## src/verilog/frc_defines.vh

```
// Register codes, field positions, reset values and timing constants for the fault retry block
`ifndef FRC_DEFINES_VH
`define FRC_DEFINES_VH

// Command codes
`define FRC_CMD_PROP0 8'hd2
`define FRC_CMD_PROP1 8'hd3
`define FRC_CMD_RESP0 8'hd5
`define FRC_CMD_RESP1 8'hd6
`define FRC_CMD_RETRY 8'hd4

// Reset values
`define FRC_RST_BYTE 8'h00
`define FRC_RST_RETRY 3'h0

// Field positions and widths
`define FRC_PROP_BIT 0
`define FRC_RETRY_W 3
`define FRC_RESP_W 2

// Retry count encodings
`define FRC_RETRY_NONE 3'h0
`define FRC_RETRY_INF 3'h7

// Times, in their own units
`define FRC_CLK_MHZ 50
`define FRC_QUAL_US 10
`define FRC_QUIET_S 16
`define FRC_STEP_US 200
`define FRC_MAX_DELAY_STEPS 16'hffdc

// Derived cycle counts
`define FRC_QUAL_CYC (`FRC_QUAL_US * `FRC_CLK_MHZ)
`define FRC_QUIET_CYC (`FRC_QUIET_S * 1000000 * `FRC_CLK_MHZ)
`define FRC_STEP_CYC (`FRC_STEP_US * `FRC_CLK_MHZ)

`endif

```

## src/verilog/frc_chan.v

```verilog
// One channel: retry accounting, fault-line shutdown and restart
`timescale 1ns/100ps
`default_nettype none
`include "frc_defines.vh"
module frc_chan #(
  parameter [31:0] QUIET_CYC = `FRC_QUIET_CYC,
  parameter [31:0] STEP_CYC = `FRC_STEP_CYC
) (
  // Clock and reset
  input wire sys_clk_i,
  input wire sys_rst_i,
  // Channel control
  input wire chan_on_cmd_i,
  input wire local_fault_i,
  input wire [2:0] fault_retry_field_i,
  input wire [15:0] retry_delay_steps_i,
  input wire [`FRC_RETRY_W-1:0] retry_limit_i,
  input wire [1:0] line_resp_i,
  input wire [1:0] line_qual_low_i,
  input wire [1:0] line_low_i,
  // Channel state
  output reg chan_enable_o,
  output reg faulted_off_o,
  output reg line_shutdown_o,
  output reg [1:0] line_shut_event_o,
  output reg [`FRC_RETRY_W-1:0] retries_used_o
);

  reg prev_on;
  reg [`FRC_RETRY_W-1:0] lim_act;
  reg [1:0] resp_act;
  reg [31:0] quiet_cnt;
  reg [31:0] step_cnt;
  reg [15:0] delay_cnt;
  reg retry_wait;
  wire [15:0] delay_lim;
  wire retry_ok;
  wire [1:0] shut_hit;

  // Interval capped at the largest count of 200 us steps
  assign delay_lim = (retry_delay_steps_i > `FRC_MAX_DELAY_STEPS) ? `FRC_MAX_DELAY_STEPS : retry_delay_steps_i;
  assign retry_ok = (fault_retry_field_i != `FRC_RETRY_NONE) && (lim_act != `FRC_RETRY_NONE) &&
    ((lim_act == `FRC_RETRY_INF) || (retries_used_o < lim_act));
  assign shut_hit = resp_act & line_qual_low_i;

  // Main channel sequencing
  always @(posedge sys_clk_i) begin
    if (sys_rst_i) begin
      prev_on <= 1'b0;
      lim_act <= `FRC_RETRY_NONE;
      resp_act <= 2'h0;
      quiet_cnt <= 32'h0;
      step_cnt <= 32'h0;
      delay_cnt <= 16'h0;
      retry_wait <= 1'b0;
      chan_enable_o <= 1'b0;
      faulted_off_o <= 1'b0;
      line_shutdown_o <= 1'b0;
      line_shut_event_o <= 2'h0;
      retries_used_o <= `FRC_RETRY_NONE;
    end else begin
      prev_on <= chan_on_cmd_i;
      line_shut_event_o <= 2'h0;
      if (!chan_on_cmd_i) begin
        chan_enable_o <= 1'b0;
        faulted_off_o <= 1'b0;
        line_shutdown_o <= 1'b0;
        retry_wait <= 1'b0;
      end else if (!prev_on) begin
        // Off-then-on: clear count, adopt new settings
        retries_used_o <= `FRC_RETRY_NONE;
        lim_act <= retry_limit_i;
        resp_act <= line_resp_i;
        chan_enable_o <= 1'b1;
        quiet_cnt <= 32'h0;
      end else if (local_fault_i && chan_enable_o) begin
        chan_enable_o <= 1'b0;
        faulted_off_o <= 1'b1;
        retry_wait <= retry_ok;
        step_cnt <= 32'h0;
        delay_cnt <= 16'h0;
      end else if (retry_wait) begin
        // Interval counted in whole 200 us steps
        if (step_cnt >= STEP_CYC - 32'h1) begin
          step_cnt <= 32'h0;
          if (delay_cnt >= delay_lim) begin
            retry_wait <= 1'b0;
            faulted_off_o <= 1'b0;
            chan_enable_o <= 1'b1;
            quiet_cnt <= 32'h0;
            if (lim_act != `FRC_RETRY_INF)
              retries_used_o <= retries_used_o + 3'h1;
          end else begin
            delay_cnt <= delay_cnt + 16'h1;
          end
        end else begin
          step_cnt <= step_cnt + 32'h1;
        end
      end else if (chan_enable_o && (shut_hit != 2'h0)) begin
        chan_enable_o <= 1'b0;
        line_shutdown_o <= 1'b1;
        line_shut_event_o <= shut_hit;
      end else if (line_shutdown_o && ((resp_act & line_low_i) == 2'h0)) begin
        // Restart; the power stage applies its turn-on delay and rise
        line_shutdown_o <= 1'b0;
        chan_enable_o <= 1'b1;
      end
      // Quiet timer clears the count after 16 s not faulted off
      if (faulted_off_o || !chan_on_cmd_i) begin
        quiet_cnt <= 32'h0;
      end else if (quiet_cnt >= QUIET_CYC - 32'h1) begin
        retries_used_o <= `FRC_RETRY_NONE;
      end else begin
        quiet_cnt <= quiet_cnt + 32'h1;
      end
    end
  end

endmodule // frc_chan
`default_nettype wire

```

## src/verilog/frc_sync.v

```verilog
// Two flip-flop synchroniser for one asynchronous level
`timescale 1ns/100ps
`default_nettype none
module frc_sync (
  // Clock and reset
  input wire sys_clk_i,
  input wire sys_rst_i,
  // Level in and out
  input wire async_i,
  output reg sync_o
);

  reg meta;

  // Idle level of the open-drain line is high
  always @(posedge sys_clk_i) begin
    if (sys_rst_i) begin
      meta <= 1'b1;
      sync_o <= 1'b1;
    end else begin
      meta <= async_i;
      sync_o <= meta;
    end
  end

endmodule // frc_sync
`default_nettype wire

```

## src/verilog/frc_top.v

```verilog
// Fault retry limit and shared fault-line logic for a two-channel power manager
`timescale 1ns/100ps
`default_nettype none
`include "frc_defines.vh"
module frc_top #(
  parameter [31:0] QUAL_CYC = `FRC_QUAL_CYC,
  parameter [31:0] QUIET_CYC = `FRC_QUIET_CYC,
  parameter [31:0] STEP_CYC = `FRC_STEP_CYC
) (
  // Clock and reset
  input wire sys_clk_i,
  input wire sys_rst_i,
  // Command port (byte register access)
  input wire cmd_wr_i,
  input wire cmd_rd_i,
  input wire [7:0] cmd_code_i,
  input wire cmd_page_i,
  input wire [7:0] cmd_wdata_i,
  output reg [7:0] cmd_rdata_o,
  output reg cmd_ack_o,
  // Nonvolatile restore
  input wire nv_load_i,
  input wire [7:0] nv_prop0_i,
  input wire [7:0] nv_prop1_i,
  input wire [7:0] nv_resp0_i,
  input wire [7:0] nv_resp1_i,
  input wire [7:0] nv_retry_i,
  // Channel controls
  input wire [1:0] chan_on_cmd_i,
  input wire [1:0] local_fault_i,
  input wire [5:0] fault_retry_field_i,
  input wire [15:0] retry_delay_steps_i,
  input wire status_clear_i,
  // Shared fault lines, open drain
  input wire shared_fault_line_0_i,
  input wire shared_fault_line_1_i,
  output wire shared_fault_line_0_o,
  output wire shared_fault_line_0_oe_o,
  output wire shared_fault_line_1_o,
  output wire shared_fault_line_1_oe_o,
  // Channel state and host alert
  output wire [1:0] chan_enable_o,
  output wire [1:0] faulted_off_o,
  output reg [1:0] mfr_line_stat_ch0_o,
  output reg [1:0] mfr_line_stat_ch1_o,
  output wire host_alert_line_n_o
);

  reg [1:0] prop0;
  reg [1:0] prop1;
  reg [`FRC_RESP_W-1:0] resp0;
  reg [`FRC_RESP_W-1:0] resp1;
  reg [`FRC_RETRY_W-1:0] retry_lim;
  reg [31:0] qual_cnt0;
  reg [31:0] qual_cnt1;
  wire line0_s;
  wire line1_s;
  wire [1:0] qual_low;
  wire [1:0] ch_fo;
  wire [1:0] ev0;
  wire [1:0] ev1;
  wire [2:0] used0;
  wire [2:0] used1;

  // Register writes; reserved bits are never stored
  always @(posedge sys_clk_i) begin
    if (sys_rst_i) begin
      prop0 <= 2'h0;
      prop1 <= 2'h0;
      resp0 <= 2'h0;
      resp1 <= 2'h0;
      retry_lim <= `FRC_RST_RETRY;
    end else if (nv_load_i) begin
      // Nonvolatile copy restored on request
      prop0 <= {nv_prop0_i[`FRC_PROP_BIT], nv_prop0_i[`FRC_PROP_BIT]};
      prop1 <= {nv_prop1_i[`FRC_PROP_BIT], nv_prop1_i[`FRC_PROP_BIT]};
      resp0 <= nv_resp0_i[`FRC_RESP_W-1:0];
      resp1 <= nv_resp1_i[`FRC_RESP_W-1:0];
      retry_lim <= nv_retry_i[`FRC_RETRY_W-1:0];
    end else if (cmd_wr_i) begin
      case (cmd_code_i)
        `FRC_CMD_PROP0: prop0[cmd_page_i] <= cmd_wdata_i[`FRC_PROP_BIT];
        `FRC_CMD_PROP1: prop1[cmd_page_i] <= cmd_wdata_i[`FRC_PROP_BIT];
        `FRC_CMD_RESP0: resp0 <= cmd_wdata_i[`FRC_RESP_W-1:0];
        `FRC_CMD_RESP1: resp1 <= cmd_wdata_i[`FRC_RESP_W-1:0];
        `FRC_CMD_RETRY: retry_lim <= cmd_wdata_i[`FRC_RETRY_W-1:0];
        default: ;
      endcase
    end
  end

  // Read data registered; unknown codes read zero and are not acknowledged
  always @(posedge sys_clk_i) begin
    if (sys_rst_i) begin
      cmd_rdata_o <= `FRC_RST_BYTE;
      cmd_ack_o <= 1'b0;
    end else begin
      cmd_ack_o <= 1'b0;
      cmd_rdata_o <= `FRC_RST_BYTE;
      if (cmd_rd_i || cmd_wr_i) begin
        cmd_ack_o <= 1'b1;
        case (cmd_code_i)
          `FRC_CMD_PROP0: cmd_rdata_o <= {7'h00, prop0[cmd_page_i]};
          `FRC_CMD_PROP1: cmd_rdata_o <= {7'h00, prop1[cmd_page_i]};
          `FRC_CMD_RESP0: cmd_rdata_o <= {6'h00, resp0};
          `FRC_CMD_RESP1: cmd_rdata_o <= {6'h00, resp1};
          `FRC_CMD_RETRY: cmd_rdata_o <= {5'h00, retry_lim};
          default: cmd_ack_o <= 1'b0;
        endcase
        // A write is acknowledged but returns no data; rdata stays zero unless read
        if (!cmd_rd_i)
          cmd_rdata_o <= `FRC_RST_BYTE;
      end
    end
  end

  // Fault lines pass two flops before any logic reads them
  frc_sync u_sync0 (
    .sys_clk_i(sys_clk_i),
    .sys_rst_i(sys_rst_i),
    .async_i(shared_fault_line_0_i),
    .sync_o(line0_s)
  );
  frc_sync u_sync1 (
    .sys_clk_i(sys_clk_i),
    .sys_rst_i(sys_rst_i),
    .async_i(shared_fault_line_1_i),
    .sync_o(line1_s)
  );

  // Qualification: line must stay low for the full 10 us
  always @(posedge sys_clk_i) begin
    if (sys_rst_i) begin
      qual_cnt0 <= 32'h0;
      qual_cnt1 <= 32'h0;
    end else begin
      if (line0_s)
        qual_cnt0 <= 32'h0;
      else if (qual_cnt0 < QUAL_CYC)
        qual_cnt0 <= qual_cnt0 + 32'h1;
      if (line1_s)
        qual_cnt1 <= 32'h0;
      else if (qual_cnt1 < QUAL_CYC)
        qual_cnt1 <= qual_cnt1 + 32'h1;
    end
  end
  assign qual_low = {(qual_cnt1 >= QUAL_CYC), (qual_cnt0 >= QUAL_CYC)};

  // Channel 0
  frc_chan #(
    .QUIET_CYC(QUIET_CYC),
    .STEP_CYC(STEP_CYC)
  ) u_ch0 (
    .sys_clk_i(sys_clk_i),
    .sys_rst_i(sys_rst_i),
    .chan_on_cmd_i(chan_on_cmd_i[0]),
    .local_fault_i(local_fault_i[0]),
    .fault_retry_field_i(fault_retry_field_i[2:0]),
    .retry_delay_steps_i(retry_delay_steps_i),
    .retry_limit_i(retry_lim),
    .line_resp_i({resp1[0], resp0[0]}),
    .line_qual_low_i(qual_low),
    .line_low_i({~line1_s, ~line0_s}),
    .chan_enable_o(chan_enable_o[0]),
    .faulted_off_o(ch_fo[0]),
    .line_shutdown_o(),
    .line_shut_event_o(ev0),
    .retries_used_o(used0)
  );

  // Channel 1
  frc_chan #(
    .QUIET_CYC(QUIET_CYC),
    .STEP_CYC(STEP_CYC)
  ) u_ch1 (
    .sys_clk_i(sys_clk_i),
    .sys_rst_i(sys_rst_i),
    .chan_on_cmd_i(chan_on_cmd_i[1]),
    .local_fault_i(local_fault_i[1]),
    .fault_retry_field_i(fault_retry_field_i[5:3]),
    .retry_delay_steps_i(retry_delay_steps_i),
    .retry_limit_i(retry_lim),
    .line_resp_i({resp1[1], resp0[1]}),
    .line_qual_low_i(qual_low),
    .line_low_i({~line1_s, ~line0_s}),
    .chan_enable_o(chan_enable_o[1]),
    .faulted_off_o(ch_fo[1]),
    .line_shutdown_o(),
    .line_shut_event_o(ev1),
    .retries_used_o(used1)
  );

  assign faulted_off_o = ch_fo;

  // Open drain: output is always low, enable pulls the line
  assign shared_fault_line_0_o = 1'b0;
  assign shared_fault_line_1_o = 1'b0;
  assign shared_fault_line_0_oe_o = |(ch_fo & prop0);
  assign shared_fault_line_1_oe_o = |(ch_fo & prop1);

  // Sticky status per channel; a new event wins over a clear
  always @(posedge sys_clk_i) begin
    if (sys_rst_i) begin
      mfr_line_stat_ch0_o <= 2'h0;
      mfr_line_stat_ch1_o <= 2'h0;
    end else begin
      mfr_line_stat_ch0_o <= (status_clear_i ? 2'h0 : mfr_line_stat_ch0_o) | ev0;
      mfr_line_stat_ch1_o <= (status_clear_i ? 2'h0 : mfr_line_stat_ch1_o) | ev1;
    end
  end

  // Alert is low while any status bit stands
  assign host_alert_line_n_o = ~(|{mfr_line_stat_ch0_o, mfr_line_stat_ch1_o});

endmodule // frc_top
`default_nettype wire
```

## config.mk

```make
export PLATFORM = sky130hd
export DESIGN_NAME = frc_top
export DESIGN_NICKNAME = d
export VERILOG_FILES = /design/src/verilog/frc_chan.v /design/src/verilog/frc_sync.v /design/src/verilog/frc_top.v
export VERILOG_INCLUDE_DIRS = /design/src /design/src/verilog
export SDC_FILE = /design/constraint.sdc
export NUM_CORES = 1
export LEC_CHECK = 0
export ABC_CLOCK_PERIOD_IN_PS = 7200
export BUFFER_PORTS_ARGS = -buffer_cell sky130_fd_sc_hd__buf_2
export CAP_MARGIN = 20
export CORE_ASPECT_RATIO = 0.6
export CORE_MARGIN = 8
export CORE_UTILIZATION = 60
export DETAILED_ROUTE_END_ITERATION = 12
export PLACE_DENSITY_LB_ADDON = 0.1
export SLEW_MARGIN = 10
export SYNTH_ARGS = -nofsm -noshare
export SYNTH_HDL_FRONTEND = slang
export SYNTH_HIERARCHICAL = 1
export SYNTH_SLANG_ARGS = --single-unit
export TNS_END_PERCENT = 100
```

## constraint.sdc

```tcl
create_clock -name sys_clk_i -period 7.2 [get_ports sys_clk_i]
set_input_delay 1.44 -clock sys_clk_i [delete_from_list [all_inputs] [get_ports sys_clk_i]]
set_output_delay 1.44 -clock sys_clk_i [all_outputs]
set_load 0.01 [all_outputs]
```

==> flow_metrics.py <==
metrics = {
    "synthesis": {
        "async_reset_ff_frac": 0,
        "ys_seq_elements": 277,
        "netlist_top_cells_count": "dfxtp_1, nor2_1, nand2_1, a21oi_1, inv_1",
        "synth_area_per_cell_um2": 8.36,
        "yosysTopAreaCellShare": 0.422,
        "synth_enable_flop_cells": 0,
        "synth-seq-area-share": 0.422,
        "yosysWarnings": 6,
        "synth_top_area_cell": "dfxtp_1",
        "ys.flop_type": "dfxtp_1",
        "synth.distinct_cells": 68,
        "syn_area_um2": 13100,
        "synthTopCellsByArea": "dfxtp_1, nor2_1, ha_1",
        "synthCells": 1573,
        "synth.most_common_cell": "dfxtp_1",
    },
    "cts": {
        "clockRootBuffer": "clkbuf_16",
        "tritoncts.num_buffers": 27,
        "tritoncts": "built",
        "cts_sinks": 277,
        "ctsResizeCount": 0,
        "path_clk_slew_ps": 60,
        "post_cts_buffers": 0,
        "clk_latency_ps": 550,
        "ctsHoldBuffers": 0,
        "cts_max_path_buffers": 3,
        "cts_max_level": 1,
    },
    "final_layout": {
        "layout.nets": 1762,
        "layout.cells.non_filler": 1928,
        "finish.instance_area_um2": 14500,
        "post-route-util": 0.666,
        "diodes": 0,
        "drive_gt1_frac": 0.0962,
        "syn2layout_area_growth_pct": 10.2,
        "fillers": 1845,
    },
    "timing": {
        "rsz0062_at_grt": "no",
        "min_period_ps": 4520,
        "hold_violations": 0,
        "finalSetupTns_ps": 0,
        "setup_viol": 0,
        "fmax_mhz": 221,
        "fin_crit_sh": 0.628,
        "skew_ps": 13.8,
        "slew_headroom": 0.233,
        "fin_ws_ps": 2680,
        "drv_slew": 0,
        "worst_pin_slew_ps": 1150,
    },
    "critical_path": {
        "cp_cell_sequence": "buf_2 > nand4_1 > nor4_1 > o21a_1 > nor2b_1 > ha_1 > nand2b_1 > a2111oi_0 > o311a_1 > nand2_1 > a21oi_2 > o21ai_1 > o41ai_1",
        "cp-end-kind": "flip-flop",
        "reg2reg_slack_ps": 3900,
        "required_ps": 7640,
        "crit_type": "in2reg",
        "cp.arrival_ps": 4970,
        "crit_family": "compound AO/OA/AOI/OAI gates",
        "cp_num_buf_inv": 1,
        "slowest_delay_ps": 970,
        "crit_path_max_fanout": 22,
        "cp-start-kind": "primary input",
        "slowest_stage": "a21oi_2",
    },
    "floorplanning": {
        "die_h_um": 131,
        "fp-row-count": 42,
        "pin_count": 113,
        "floorplan.initialDensity": 0.604,
        "die_x_um": 207,
        "die-area_um2": 27100,
        "coreArea_um2": 21800,
    },
    "power_and_ir_drop": {
        "switching_share": 0.226,
        "vdd.ir_drop.worst_mv": 0.166,
        "pwr-share-clk": 0.451,
        "p_per_area_nw_per_um2": 212,
        "leakagePower_nw": 5.60,
        "p_seq_frac": 0.507,
        "p_comb_frac": 0.042,
        "switchingPower_mw": 0.694,
        "p_int_mw": 2.37,
    },
    "routing": {
        "vias": 11220,
        "firstDrtPassIters": 5,
        "routed_wl_um": 29800,
        "final_antenna_net_count": 0,
        "drt-initial-drc-count": 895,
        "wire_per_inst_um": 15.5,
        "drc": 0,
        "via_per_inst": 5.82,
    },
    "place": {
        "dp.cells": 1880,
        "dp_slack_ps": 2210,
        "place.gp.congestion": 0.838,
        "placed_area_um2": 13600,
        "io_buffers": 69,
        "place_hpwl_um": 21600,
    },
    "job": {
        "cap_viol_max_count": 0,
    },
    "grt": {
        "track_usage": 0.213,
        "antenna_found_initial": 0,
        "grt_pass1_vias": 9971,
        "grt_max_degree": 33,
        "gr-total-overflow": 0,
        "grt_pass1_wl_um": 49200,
    },
    "status": {
        "outcome": "complete, no violations",
    },
    "hold_path": {
        "hold_path.class": "reg2reg",
    },
}
-- worst paths after layout --
check                              start                  to  cells after the start
setup / recovery  retry_delay_steps_i[9]  u_ch1/quiet_cnt[8]                     13
hold / removal              u_sync0/meta      u_sync0/sync_o                      1
hold reg to reg             u_sync0/meta      u_sync0/sync_o                      1
setup reg to reg      u_ch1/step_cnt[20]  u_ch1/quiet_cnt[8]                      7
-- cell families after synthesis --
family	count (synthesis)	synth area share
multiplexers	27	0.0217
flip-flops	277	0.422
buffers and inverters	124	0.0414
AND/OR/NAND/NOR	717	0.280
adder cells (fa/ha/maj)	48	0.0457
other	1	0.000285
XOR/XNOR	68	0.0453
AO/OA/AOI/OAI	311	0.144
-- per-layer routing --
metal | up-vias | GRT usage | part of all wire
li1 | 5655 | - | -
met4 | 0 | 0.0465 | 0.017
met5 | - | 0 | 0
met1 | 5272 | 0.314 | 0.51
met3 | 38 | 0.0355 | 0.051
met2 | 255 | 0.322 | 0.42
-- flip-flops by register name (all words and copies together) (netlist names), 3 cells and up --
name	count
u_ch1/delay_cnt	16
u_ch1/lim_act	3
cmd_rdata_o	3
u_ch1/step_cnt	32
u_ch0/quiet_cnt	32
u_ch0/step_cnt	32
u_ch0/lim_act	3
u_ch1/retries_used_o	3
u_ch0/delay_cnt	16
qual_cnt0	32
qual_cnt1	32
retry_lim	3
u_ch1/quiet_cnt	32
u_ch0/retries_used_o	3
-- final cells by class --
cell class	instances	area (um^2)	share of cell area
multi-input cells	1178	7090	0.489
clock buffers	35	766	0.0528
flip-flops and latches	277	5550	0.383
inverters	66	248	0.0171
well taps	286	358	0.0247
repair buffers	73	383	0.0264
clock inverters	13	103	0.00708
-- metrics by stage --
step | hold WS (ps) | power (mW)
after global routing | 431 | 3.17
final | 415 | 3.07
after detailed placement | 397 | 1.72
after global placement | 386 | 1.71
after floorplan | 385 | 1.67
after CTS | 411 | 3.09
-- power by group through the flow --
stage | clock network, mW | logic [mW] | registers (mW)
2_1_floorplan | 0 | 0.0873 | 1.59
3_3_place_gp | 0 | 0.121 | 1.59
3_5_place_dp | 0 | 0.125 | 1.59
4_1_cts | 1.41 | 0.126 | 1.56
5_1_grt | 1.47 | 0.143 | 1.56
6_report | 1.38 | 0.127 | 1.56
-- worst reg2reg max path: cells and delay by family, from the launching register on --
kind / cells / cell delay [ps]
AOI/OAI and AO/OA: 5 / 2010
DFF: 1 / 360
and+or+nand+nor: 2 / 830
-- placed cells by master, fill, tap and decap left out, drive strengths merged, types with 51 or more instances in the layout --
cell type  instances
o21ai             94
a21oi            108
nand2            126
buf               73
dfxtp            277
nand3             57
nor2             217
inv               67
nand4             51
and2              63
Power figures use the tool's default switching activity.
